**config.mk**
```make
export PLATFORM = sky130hd
export DESIGN_NAME = prc_regs
export DESIGN_NICKNAME = d
export VERILOG_FILES = /design/src/rtl/prc_pkg.sv /design/src/rtl/prc_toggle_if.sv /design/src/rtl/prc_regs.sv /design/src/rtl/prc_toggle.sv
export SDC_FILE = /design/constraint.sdc
export NUM_CORES = 1
export LEC_CHECK = 0
export BUFFER_PORTS_ARGS = -buffer_cell sky130_fd_sc_hd__buf_2
export CAP_MARGIN = 0
export CORE_ASPECT_RATIO = 0.9
export CORE_MARGIN = 4
export CORE_UTILIZATION = 29
export DETAILED_ROUTE_END_ITERATION = 12
export GPL_TIMING_DRIVEN = 0
export SLEW_MARGIN = 20
export SYNTH_ARGS = -nofsm -noshare
export SYNTH_HDL_FRONTEND = slang
export SYNTH_SLANG_ARGS = --single-unit
```
**constraint.sdc**
```tcl
create_clock -name core_clk_i -period 2.3 [get_ports core_clk_i]
set_input_delay 0.46 -clock core_clk_i [delete_from_list [all_inputs] [get_ports core_clk_i]]
set_output_delay 0.46 -clock core_clk_i [all_outputs]
set_load 0.1 [all_outputs]
```
**src/rtl/prc_pkg.sv**
```systemverilog
// Purpose: shared constants for the port role and output control registers
// Assumes: 8-bit registers, one clock at 10 MHz
// Notes: offsets are the register addresses seen by the port manager
`default_nettype none
package prc_pkg;
  // register addresses
  localparam logic [7:0] PRC_ADDR_STD_OUT = 8'h18;
  localparam logic [7:0] PRC_ADDR_PORT = 8'h19;
  localparam logic [7:0] PRC_ADDR_ROLE = 8'h1a;
  // standard_output_config fields
  localparam int PRC_STD_TRISTATE = 7;
  localparam int PRC_STD_DBG = 6;
  localparam int PRC_STD_LANE_HI = 3;
  localparam int PRC_STD_LANE_LO = 2;
  localparam int PRC_STD_FLIP = 0;
  localparam logic [7:0] PRC_STD_RST = 8'h40;
  localparam logic [7:0] PRC_STD_WMASK = 8'h8d;
  // port_control fields
  localparam int PRC_PORT_WDOG = 5;
  localparam int PRC_PORT_OWNER = 4;
  localparam int PRC_PORT_HOLD_HI = 3;
  localparam int PRC_PORT_HOLD_LO = 2;
  localparam int PRC_PORT_SELFTEST = 1;
  localparam int PRC_PORT_FLIP = 0;
  localparam logic [7:0] PRC_PORT_RST = 8'h00;
  localparam logic [7:0] PRC_PORT_WMASK = 8'h33;
  // role_control fields
  localparam int PRC_ROLE_DRP = 6;
  localparam int PRC_ROLE_RP_HI = 5;
  localparam int PRC_ROLE_RP_LO = 4;
  localparam int PRC_ROLE_CC2_HI = 3;
  localparam int PRC_ROLE_CC2_LO = 2;
  localparam int PRC_ROLE_CC1_HI = 1;
  localparam int PRC_ROLE_CC1_LO = 0;
  localparam logic [7:0] PRC_ROLE_RST_DB = 8'h0a;
  localparam logic [7:0] PRC_ROLE_RST_NORMAL = 8'h4a;
  localparam logic [7:0] PRC_ROLE_WMASK = 8'h7f;
  localparam logic [7:0] PRC_UNMAPPED_READ = 8'h00;
  // termination codes
  localparam logic [1:0] PRC_TERM_RA = 2'h0;
  localparam logic [1:0] PRC_TERM_RP = 2'h1;
  localparam logic [1:0] PRC_TERM_RD = 2'h2;
  localparam logic [1:0] PRC_TERM_OPEN = 2'h3;
  // pull-up current codes
  localparam logic [1:0] PRC_RP_DEFAULT = 2'h0;
  localparam logic [1:0] PRC_RP_1A5 = 2'h1;
  localparam logic [1:0] PRC_RP_3A0 = 2'h2;
  // timing
  localparam int PRC_CLK_HZ = 10_000_000;
  localparam int PRC_TOGGLE_HALF_US = 50;
  localparam int PRC_TOGGLE_CYCLES = PRC_TOGGLE_HALF_US * (PRC_CLK_HZ / 1_000_000);
  localparam logic [3:0] PRC_DB_SETTLE = 4'h4;
endpackage
`default_nettype wire

```
**src/rtl/prc_toggle_if.sv**
```systemverilog
// Purpose: carrier between the register bank and the toggle engine
// Assumes: single clock domain
// Notes: none
`timescale 1ns/1ns
`default_nettype none
interface prc_toggle_if;
  logic start;
  logic dual_role_toggle;
  logic [1:0] line1_termination;
  logic [1:0] line2_termination;
  logic attach;
  logic active;
  logic looking;
  logic [1:0] cur_term;
  modport ctl (output start, dual_role_toggle, line1_termination, line2_termination, attach, input active, looking, cur_term);
  modport eng (input start, dual_role_toggle, line1_termination, line2_termination, attach, output active, looking, cur_term);
endinterface
`default_nettype wire

```
**src/rtl/prc_regs.sv**
```systemverilog
// Purpose: standard output, port control and role control registers with pin drive
// Assumes: register port fed by the serial front end on core_clk_i
// Notes: outputs are registered, so pins lag register writes by one cycle
`timescale 1ns/1ns
`default_nettype none
module prc_regs import prc_pkg::*; (
  // clock and reset
  input wire logic core_clk_i,
  input wire logic srst_i,
  input wire logic sw_reset_i,
  // register port
  input wire logic [7:0] reg_addr_i,
  input wire logic [7:0] reg_wdata_i,
  input wire logic reg_wr_i,
  input wire logic reg_rd_i,
  output logic [7:0] reg_rdata_o,
  // pins and internal status
  input wire logic dead_battery_i,
  input wire logic cc_attach_i,
  input wire logic dbg_detect_i,
  input wire logic seek_connection_i,
  input wire logic vconn_en_i,
  input wire logic pd_msg_en_i,
  // standard outputs
  output logic dbg_accessory_indicator_o,
  output logic dbg_accessory_indicator_oe_o,
  output logic lane_select0_out_o,
  output logic lane_select0_out_oe_o,
  output logic lane_select1_out_o,
  output logic lane_select1_out_oe_o,
  output logic plug_flip_select_o,
  output logic plug_flip_select_oe_o,
  // port control effects
  output logic watchdog_en_o,
  output logic selftest_rx_discard_o,
  output logic vconn_to_cc1_o,
  output logic vconn_to_cc2_o,
  output logic bmc_monitor_cc2_o,
  // role effects
  output logic [1:0] line1_termination_o,
  output logic [1:0] line2_termination_o,
  output logic [1:0] pullup_current_level_o,
  output logic phy_power_down_o,
  output logic looking_for_conn_o
);
  logic [7:0] std_q;
  logic [7:0] port_q;
  logic [7:0] role_q;
  logic db_s1_q, db_s2_q, db_s3_q, db_filt_q;
  logic at_s1_q, at_s2_q, at_s3_q, at_filt_q;
  logic [3:0] settle_q;
  logic load_pend_q;
  logic db_latched_q;
  logic role_load;
  logic wr_std, wr_port, wr_role;
  logic owner;
  prc_toggle_if tif ();

  function automatic logic [7:0] merge(input logic [7:0] old, input logic [7:0] wd,
                                       input logic [7:0] mask);
    merge = (old & ~mask) | (wd & mask);
  endfunction

  // role reset value for a given strap level, shared by power-up and sw reset
  function automatic logic [7:0] role_rst(input logic db);
    role_rst = db ? PRC_ROLE_RST_DB : PRC_ROLE_RST_NORMAL;
  endfunction

  assign wr_std = reg_wr_i && (reg_addr_i == PRC_ADDR_STD_OUT);
  assign wr_port = reg_wr_i && (reg_addr_i == PRC_ADDR_PORT);
  assign wr_role = reg_wr_i && (reg_addr_i == PRC_ADDR_ROLE);
  assign owner = port_q[PRC_PORT_OWNER];
  assign role_load = load_pend_q && (settle_q == PRC_DB_SETTLE);

  // pin synchronisers: a change counts once stages two and three agree
  always_ff @(posedge core_clk_i) begin
    if (srst_i) begin
      db_s1_q <= 1'b0;
      db_s2_q <= 1'b0;
      db_s3_q <= 1'b0;
      db_filt_q <= 1'b0;
    end else begin
      db_s1_q <= dead_battery_i;
      db_s2_q <= db_s1_q;
      db_s3_q <= db_s2_q;
      if (db_s2_q == db_s3_q) begin
        db_filt_q <= db_s3_q;
      end
    end
  end

  always_ff @(posedge core_clk_i) begin
    if (srst_i) begin
      at_s1_q <= 1'b0;
      at_s2_q <= 1'b0;
      at_s3_q <= 1'b0;
      at_filt_q <= 1'b0;
    end else begin
      at_s1_q <= cc_attach_i;
      at_s2_q <= at_s1_q;
      at_s3_q <= at_s2_q;
      if (at_s2_q == at_s3_q) begin
        at_filt_q <= at_s3_q;
      end
    end
  end

  // power-up strap capture, taken once after release and never again
  always_ff @(posedge core_clk_i) begin
    if (srst_i) begin
      settle_q <= 4'h0;
      load_pend_q <= 1'b1;
      db_latched_q <= 1'b0;
    end else if (load_pend_q) begin
      if (role_load) begin
        load_pend_q <= 1'b0;
        db_latched_q <= db_filt_q;
      end else begin
        settle_q <= settle_q + 4'h1;
      end
    end
  end

  // standard_output_config
  always_ff @(posedge core_clk_i) begin
    if (srst_i || sw_reset_i) begin
      std_q <= PRC_STD_RST;
    end else if (wr_std) begin
      std_q <= merge(std_q, reg_wdata_i, PRC_STD_WMASK);
      if (owner) begin
        std_q[PRC_STD_DBG] <= reg_wdata_i[PRC_STD_DBG];
      end
    end
  end

  // port_control, clock hold field never stored
  always_ff @(posedge core_clk_i) begin
    if (srst_i || sw_reset_i) begin
      port_q <= PRC_PORT_RST;
    end else if (wr_port) begin
      port_q <= merge(port_q, reg_wdata_i, PRC_PORT_WMASK);
    end
  end

  // role_control: sw reset reuses the strap caught at power-up
  always_ff @(posedge core_clk_i) begin
    if (srst_i) begin
      role_q <= PRC_ROLE_RST_NORMAL;
    end else if (role_load) begin
      role_q <= role_rst(db_filt_q);
    end else if (sw_reset_i) begin
      role_q <= role_rst(db_latched_q);
    end else if (wr_role) begin
      role_q <= merge(role_q, reg_wdata_i, PRC_ROLE_WMASK);
    end
  end

  // read port
  always_ff @(posedge core_clk_i) begin
    if (srst_i) begin
      reg_rdata_o <= PRC_UNMAPPED_READ;
    end else if (reg_rd_i) begin
      unique case (reg_addr_i)
        PRC_ADDR_STD_OUT: reg_rdata_o <= std_q;
        PRC_ADDR_PORT: reg_rdata_o <= port_q;
        PRC_ADDR_ROLE: reg_rdata_o <= role_q;
        default: reg_rdata_o <= PRC_UNMAPPED_READ;
      endcase
    end
  end

  // toggle engine hookup
  assign tif.start = seek_connection_i;
  assign tif.dual_role_toggle = role_q[PRC_ROLE_DRP];
  assign tif.line1_termination = role_q[PRC_ROLE_CC1_HI:PRC_ROLE_CC1_LO];
  assign tif.line2_termination = role_q[PRC_ROLE_CC2_HI:PRC_ROLE_CC2_LO];
  assign tif.attach = at_filt_q;

  prc_toggle u_toggle (
    .core_clk_i(core_clk_i),
    .srst_i(srst_i),
    .tif(tif)
  );

  // standard output pins; internal debug detect drives the indicator unless owned
  always_ff @(posedge core_clk_i) begin
    if (srst_i) begin
      dbg_accessory_indicator_o <= 1'b1;
      lane_select0_out_o <= 1'b0;
      lane_select1_out_o <= 1'b0;
      plug_flip_select_o <= 1'b0;
      dbg_accessory_indicator_oe_o <= 1'b0;
      lane_select0_out_oe_o <= 1'b0;
      lane_select1_out_oe_o <= 1'b0;
      plug_flip_select_oe_o <= 1'b0;
    end else begin
      dbg_accessory_indicator_o <= owner ? std_q[PRC_STD_DBG] : !dbg_detect_i;
      lane_select0_out_o <= std_q[PRC_STD_LANE_LO];
      lane_select1_out_o <= std_q[PRC_STD_LANE_HI];
      plug_flip_select_o <= std_q[PRC_STD_FLIP];
      dbg_accessory_indicator_oe_o <= !std_q[PRC_STD_TRISTATE];
      lane_select0_out_oe_o <= !std_q[PRC_STD_TRISTATE];
      lane_select1_out_oe_o <= !std_q[PRC_STD_TRISTATE];
      plug_flip_select_oe_o <= !std_q[PRC_STD_TRISTATE];
    end
  end

  // port control effects
  always_ff @(posedge core_clk_i) begin
    if (srst_i) begin
      watchdog_en_o <= 1'b0;
      selftest_rx_discard_o <= 1'b0;
      vconn_to_cc1_o <= 1'b0;
      vconn_to_cc2_o <= 1'b0;
      bmc_monitor_cc2_o <= 1'b0;
    end else begin
      watchdog_en_o <= port_q[PRC_PORT_WDOG];
      selftest_rx_discard_o <= port_q[PRC_PORT_SELFTEST];
      vconn_to_cc1_o <= vconn_en_i && port_q[PRC_PORT_FLIP];
      vconn_to_cc2_o <= vconn_en_i && !port_q[PRC_PORT_FLIP];
      bmc_monitor_cc2_o <= pd_msg_en_i && port_q[PRC_PORT_FLIP];
    end
  end

  // termination drive: toggle engine overrides the fixed fields while active
  always_ff @(posedge core_clk_i) begin
    if (srst_i) begin
      line1_termination_o <= PRC_TERM_OPEN;
      line2_termination_o <= PRC_TERM_OPEN;
      pullup_current_level_o <= PRC_RP_DEFAULT;
      phy_power_down_o <= 1'b0;
      looking_for_conn_o <= 1'b0;
    end else begin
      if (tif.active) begin
        line1_termination_o <= tif.cur_term;
        line2_termination_o <= tif.cur_term;
      end else begin
        line1_termination_o <= tif.line1_termination;
        line2_termination_o <= tif.line2_termination;
      end
      pullup_current_level_o <= role_q[PRC_ROLE_RP_HI:PRC_ROLE_RP_LO];
      phy_power_down_o <= !tif.dual_role_toggle && (tif.line1_termination == PRC_TERM_OPEN) &&
                          (tif.line2_termination == PRC_TERM_OPEN);
      looking_for_conn_o <= tif.looking;
    end
  end

  chk_tristate_all: assert property (@(posedge core_clk_i) disable iff (srst_i)
    std_q[PRC_STD_TRISTATE] |=> !dbg_accessory_indicator_oe_o && !lane_select0_out_oe_o &&
      !lane_select1_out_oe_o && !plug_flip_select_oe_o)
    else $error("standard outputs still driven in tri-state");

  chk_dbg_pin_follow: assert property (@(posedge core_clk_i) disable iff (srst_i)
    owner |=> dbg_accessory_indicator_o == $past(std_q[PRC_STD_DBG]))
    else $error("debug indicator pin does not follow register");

  chk_dbg_write_blocked: assert property (@(posedge core_clk_i) disable iff (srst_i)
    (wr_std && !owner && !sw_reset_i) |=> $stable(std_q[PRC_STD_DBG]))
    else $error("debug bit written without ownership");

  chk_lane_select_map: assert property (@(posedge core_clk_i) disable iff (srst_i)
    ##1 {lane_select1_out_o, lane_select0_out_o} ==
      $past(std_q[PRC_STD_LANE_HI:PRC_STD_LANE_LO]))
    else $error("lane select pins mismatch field");

  chk_clock_hold_zero: assert property (@(posedge core_clk_i) disable iff (srst_i)
    wr_port |=> port_q[PRC_PORT_HOLD_HI:PRC_PORT_HOLD_LO] == 2'h0)
    else $error("clock hold field not zero");

  chk_port_sw_reset: assert property (@(posedge core_clk_i) disable iff (srst_i)
    sw_reset_i |=> port_q == PRC_PORT_RST)
    else $error("port control not cleared by software reset");

  chk_role_strap_load: assert property (@(posedge core_clk_i) disable iff (srst_i)
    role_load |=> role_q == ($past(db_filt_q) ? PRC_ROLE_RST_DB : PRC_ROLE_RST_NORMAL))
    else $error("role reset value wrong for strap");

  chk_phy_power_down: assert property (@(posedge core_clk_i) disable iff (srst_i)
    (!tif.dual_role_toggle && tif.line1_termination == PRC_TERM_OPEN && tif.line2_termination == PRC_TERM_OPEN)
      |=> phy_power_down_o)
    else $error("phy not powered down with both lines open");

  chk_vconn_steer: assert property (@(posedge core_clk_i) disable iff (srst_i)
    (vconn_en_i && port_q[PRC_PORT_FLIP]) |=> vconn_to_cc1_o && !vconn_to_cc2_o)
    else $error("vconn steered to wrong line");
endmodule
`default_nettype wire

```
**src/rtl/prc_toggle.sv**
```systemverilog
// Purpose: dual-role toggling engine, alternates Rp and Rd until attach
// Assumes: attach input already synchronised and filtered
// Notes: once resolved the termination is frozen until dual-role is cleared
`timescale 1ns/1ns
`default_nettype none
module prc_toggle import prc_pkg::*; (
  // clock and reset
  input wire logic core_clk_i,
  input wire logic srst_i,
  // register bank side
  prc_toggle_if.eng tif
);
  typedef enum logic [1:0] {TG_IDLE, TG_SEEK, TG_DONE} prc_tg_state_t;
  localparam logic [15:0] HALF_LAST = 16'(PRC_TOGGLE_CYCLES - 1);

  prc_tg_state_t state_q;
  logic source_q;
  logic [15:0] cnt_q;
  logic terms_ok;

  assign terms_ok = (tif.line1_termination == tif.line2_termination) &&
                    (tif.line1_termination == PRC_TERM_RP || tif.line1_termination == PRC_TERM_RD);

  always_ff @(posedge core_clk_i) begin
    if (srst_i) begin
      state_q <= TG_IDLE;
      source_q <= 1'b0;
      cnt_q <= 16'h0000;
    end else begin
      unique case (state_q)
        TG_IDLE: begin
          if (tif.start && tif.dual_role_toggle && terms_ok) begin
            state_q <= TG_SEEK;
            source_q <= (tif.line1_termination == PRC_TERM_RP);
            cnt_q <= 16'h0000;
          end
        end
        TG_SEEK: begin
          if (!tif.dual_role_toggle) begin
            state_q <= TG_IDLE;
          end else if (tif.attach) begin
            state_q <= TG_DONE;
          end else if (cnt_q == HALF_LAST) begin
            cnt_q <= 16'h0000;
            source_q <= !source_q;
          end else begin
            cnt_q <= cnt_q + 16'h0001;
          end
        end
        TG_DONE: begin
          // resolved role held whatever the line does
          if (!tif.dual_role_toggle) begin
            state_q <= TG_IDLE;
          end
        end
      endcase
    end
  end

  assign tif.active = (state_q != TG_IDLE);
  assign tif.looking = (state_q == TG_SEEK);
  assign tif.cur_term = source_q ? PRC_TERM_RP : PRC_TERM_RD;

  chk_seek_refused: assert property (@(posedge core_clk_i) disable iff (srst_i)
    (state_q == TG_IDLE && tif.start && !terms_ok) |=> (state_q == TG_IDLE))
    else $error("seek started with mixed terminations");

  chk_resolved_hold: assert property (@(posedge core_clk_i) disable iff (srst_i)
    (state_q == TG_DONE && tif.dual_role_toggle) |=> (state_q == TG_DONE && $stable(source_q)))
    else $error("resolved termination changed");

  chk_seek_flag: assert property (@(posedge core_clk_i) disable iff (srst_i)
    (state_q == TG_SEEK && tif.dual_role_toggle && tif.attach) |=> !tif.looking)
    else $error("looking flag stayed up after attach");
endmodule
`default_nettype wire

```
==> impl_metrics.env <==
export IMPL_vias_per_cell=5.04
export IMPL_die_area_um2=13700
export IMPL_vias=3053
export IMPL_power_density_nw_per_um2=815
export IMPL_netlist_area_um2=3450
export IMPL_hold_buffers=0
export IMPL_post_dp_hpwl_um=6540
export IMPL_io_buffers=53
export IMPL_status="finished clean"
export IMPL_totalWireLength_um=8870
export IMPL_ys_ff_latch=75
export IMPL_drtIter0Drc=263
export IMPL_synth_flop_cell="dfxtp_1"
export IMPL_report_final_slew_viol_count=0
export IMPL_syn2layout_area_growth_pct=23.1
export IMPL_fin_crit_sh=0.935
export IMPL_end_kind="flip-flop"
export IMPL_fillCellCount=1175
export IMPL_setup_viol=0
export IMPL_hp_class="input port to flip-flop"
export IMPL_drt_pass1_iterations=5
export IMPL_total_power_uw=3460
export IMPL_drcViolationCount=0
export IMPL_crit_type="flip-flop to flip-flop"
export IMPL_cts_tree="yes"
export IMPL_synth_simple_area_share=0.279
export IMPL_cp_max_fo=10
export IMPL_synth_cell_types=54
export IMPL_layout_setup_ws_ns=0.150
export IMPL_wl_met2_um=3780
export IMPL_cellLeakagePower_uw=0.00177
export IMPL_drive_above_1_share=0.182
export IMPL_synthXorXnorAreaFrac=0.0127
export IMPL_wl_met1_um=4540
export IMPL_place_congestion=0.885
export IMPL_start_util=0.299
export IMPL_min_period_ns=2.15
export IMPL_place_ws_ns=0.134
export IMPL_overflow=0
export IMPL_path_clk_slew_ns=0.06
export IMPL_cts_num_sinks=75
export IMPL_grt_total_usage=0.132
export IMPL_grt_max_degree=15
export IMPL_synth_fp_nets=416
export IMPL_yosysWarnings=0
export IMPL_cp_required_ns=2.55
export IMPL_final_common_cell="dfxtp_1"
export IMPL_fin_skew_ns=0.00800
export IMPL_mostFrequentLayoutCells="dfxtp_1 (75), buf_2 (55), nand2_1 (32), nor2b_1 (28), o21ai_0 (20)"
export IMPL_synth_fa_ha_area_frac=0.0290
export IMPL_die_y_um=111
export IMPL_syn_inst=381
export IMPL_antenna_found_initial=0
export IMPL_ctsLongestPathBuffers=2
export IMPL_clock_insertion_delay_worst_skew_ns=0.33
export IMPL_diodes=0
export IMPL_synth_top_family_by_area="simple AND/OR/NAND/NOR gates"
export IMPL_drtAntennaViolNets=0
export IMPL_ff2ff_setup_slack_ns=0.15
export IMPL_topRoutingLayerUsed="met4"
export IMPL_seq_area_frac_synth=0.436
export IMPL_core_um2=11500
export IMPL_io_pins=56
export IMPL_grt_pass1_wl_um=14600
export IMPL_synth_compound_gate_area_share=0.151
export IMPL_route_met3_wl_um=407
export IMPL_finalHoldViolCount=0
export IMPL_synth_edff_count=0
export IMPL_grt_pass1_vias=2936
export IMPL_synthMuxAreaShare=0.0465
export IMPL_worstSetupStartpointType="flip-flop"
export IMPL_slew_headroom=0.589
export IMPL_synth_area_per_cell_um2=9.05
export IMPL_rows=37
export IMPL_cts_root_buf="clkbuf_16"
export IMPL_ir_worst_vdd_mv=0.378
export IMPL_worstMarginPinSlew_ns=0.616
export IMPL_arrival_ns=2.40
export IMPL_async_flop_share=0
export IMPL_die_x_um=123
export IMPL_fin_setup_tns_ns=0
export IMPL_cts_buffers=9
export IMPL_fmax_mhz=465
export IMPL_rsz0062_at_grt="false"
export IMPL_cts_max_level=3
export IMPL_maxCapViolCount=0
export IMPL_num_nets_final=480
export IMPL_wl_per_cell_um=14.6
[synth_stat cells (9+ instances only)]
cell	instances	area share
a21oi_1	15	0.022
clkbuf_1	18	0.020
dfxtp_1	75	0.44
inv_1	11	0.012
mux2i_1	16	0.046
nand2_1	32	0.035
nand3_1	15	0.022
nand4_1	19	0.034
nor2_1	17	0.019
nor2b_1	28	0.051
o211ai_1	15	0.033
o21ai_0	20	0.029
or3_1	9	0.016
[layer usage]
| metal | up-vias | GRT usage |
|---|---|---|
| met5 | - | 0 |
| met3 | 11 | 0.0229 |
| li1 | 1529 | - |
| met2 | 76 | 0.192 |
| met4 | 0 | 0.0493 |
| met1 | 1437 | 0.194 |
[per-stage QoR]
stage / instance area, um^2 / hold WS, ns / std cells / util
after floorplan: 3450 / 0.414 / 381 / -
after global placement: 3910 / 0.421 / 590 / 0.339
after detailed placement: 3910 / 0.426 / 590 / 0.339
after CTS: 4240 / 0.342 / 606 / 0.368
after global routing: 4240 / 0.352 / 606 / 0.368
final: 4240 / 0.343 / 606 / 0.368
[what timing repair did]
item | in CTS | in global routing
hold endpoints to repair | 0 | 0
setup endpoints to repair | 0 | 10
resized for setup | 0 | 4
setup buffers | 0 | 0
[worst paths after layout]
path / start / endpoint / cells past startpoint
worst max-delay path: role_q[1] / u_toggle.cnt_q[11] / 6
worst min register to register: db_s1_q / db_s2_q / 1
worst max register to register: role_q[1] / u_toggle.cnt_q[11] / 6
worst min-delay path: dead_battery_i / db_s1_q / 2
[layout make-up]
class	instances	area (um^2)	share of cell area
inverters	11	41.3	0.00973
plain buffers	26	121	0.0286
clock buffers	10	239	0.0563
repair buffers	53	265	0.0625
flip-flops and latches	75	1500	0.354
well taps	156	195	0.0460
multi-input cells	269	1790	0.421
clock inverters	6	93.8	0.0221
[logic make-up (layout without fill, tap and decap cells)]
logic type      Yosys count  after routing
simple gates            166            166
flops                    75             75
compound gates           74             74
buf+inv                  37            106
mux                      16             16
fa+ha+maj                 8              8
xor+xnor                  5              5
[worst max-delay path, stage by stage (launching register included)]
cell      delay, ns
dfxtp_1        0.46
inv_1          0.07
ha_1           0.33
o41ai_4        0.56
nand4_2        0.25
buf_6          0.22
o211ai_1       0.18
[registers in the layout, summed over array words and instances, names as in the netlist, 2 cells and up]
register and cells:
u_toggle.cnt_q 16, role_q 7, line1_termination_o 2, pullup_current_level_o 2, settle_q 4, port_q 4, std_q 5, line2_termination_o 2
u_toggle.state_q 2, reg_rdata_o 8
[power by group]
group / internal, uW / switching [uW] / leakage (uW) / total [uW]
clock network: 991 / 566 / 0.000160 / 1560
registers: 1350 / 36.4 / 0.000608 / 1380
logic: 154 / 364 / 0.00100 / 518
total: 2490 / 966 / 0.00177 / 3460
No activity file was read; power rests on OpenSTA's default activity.
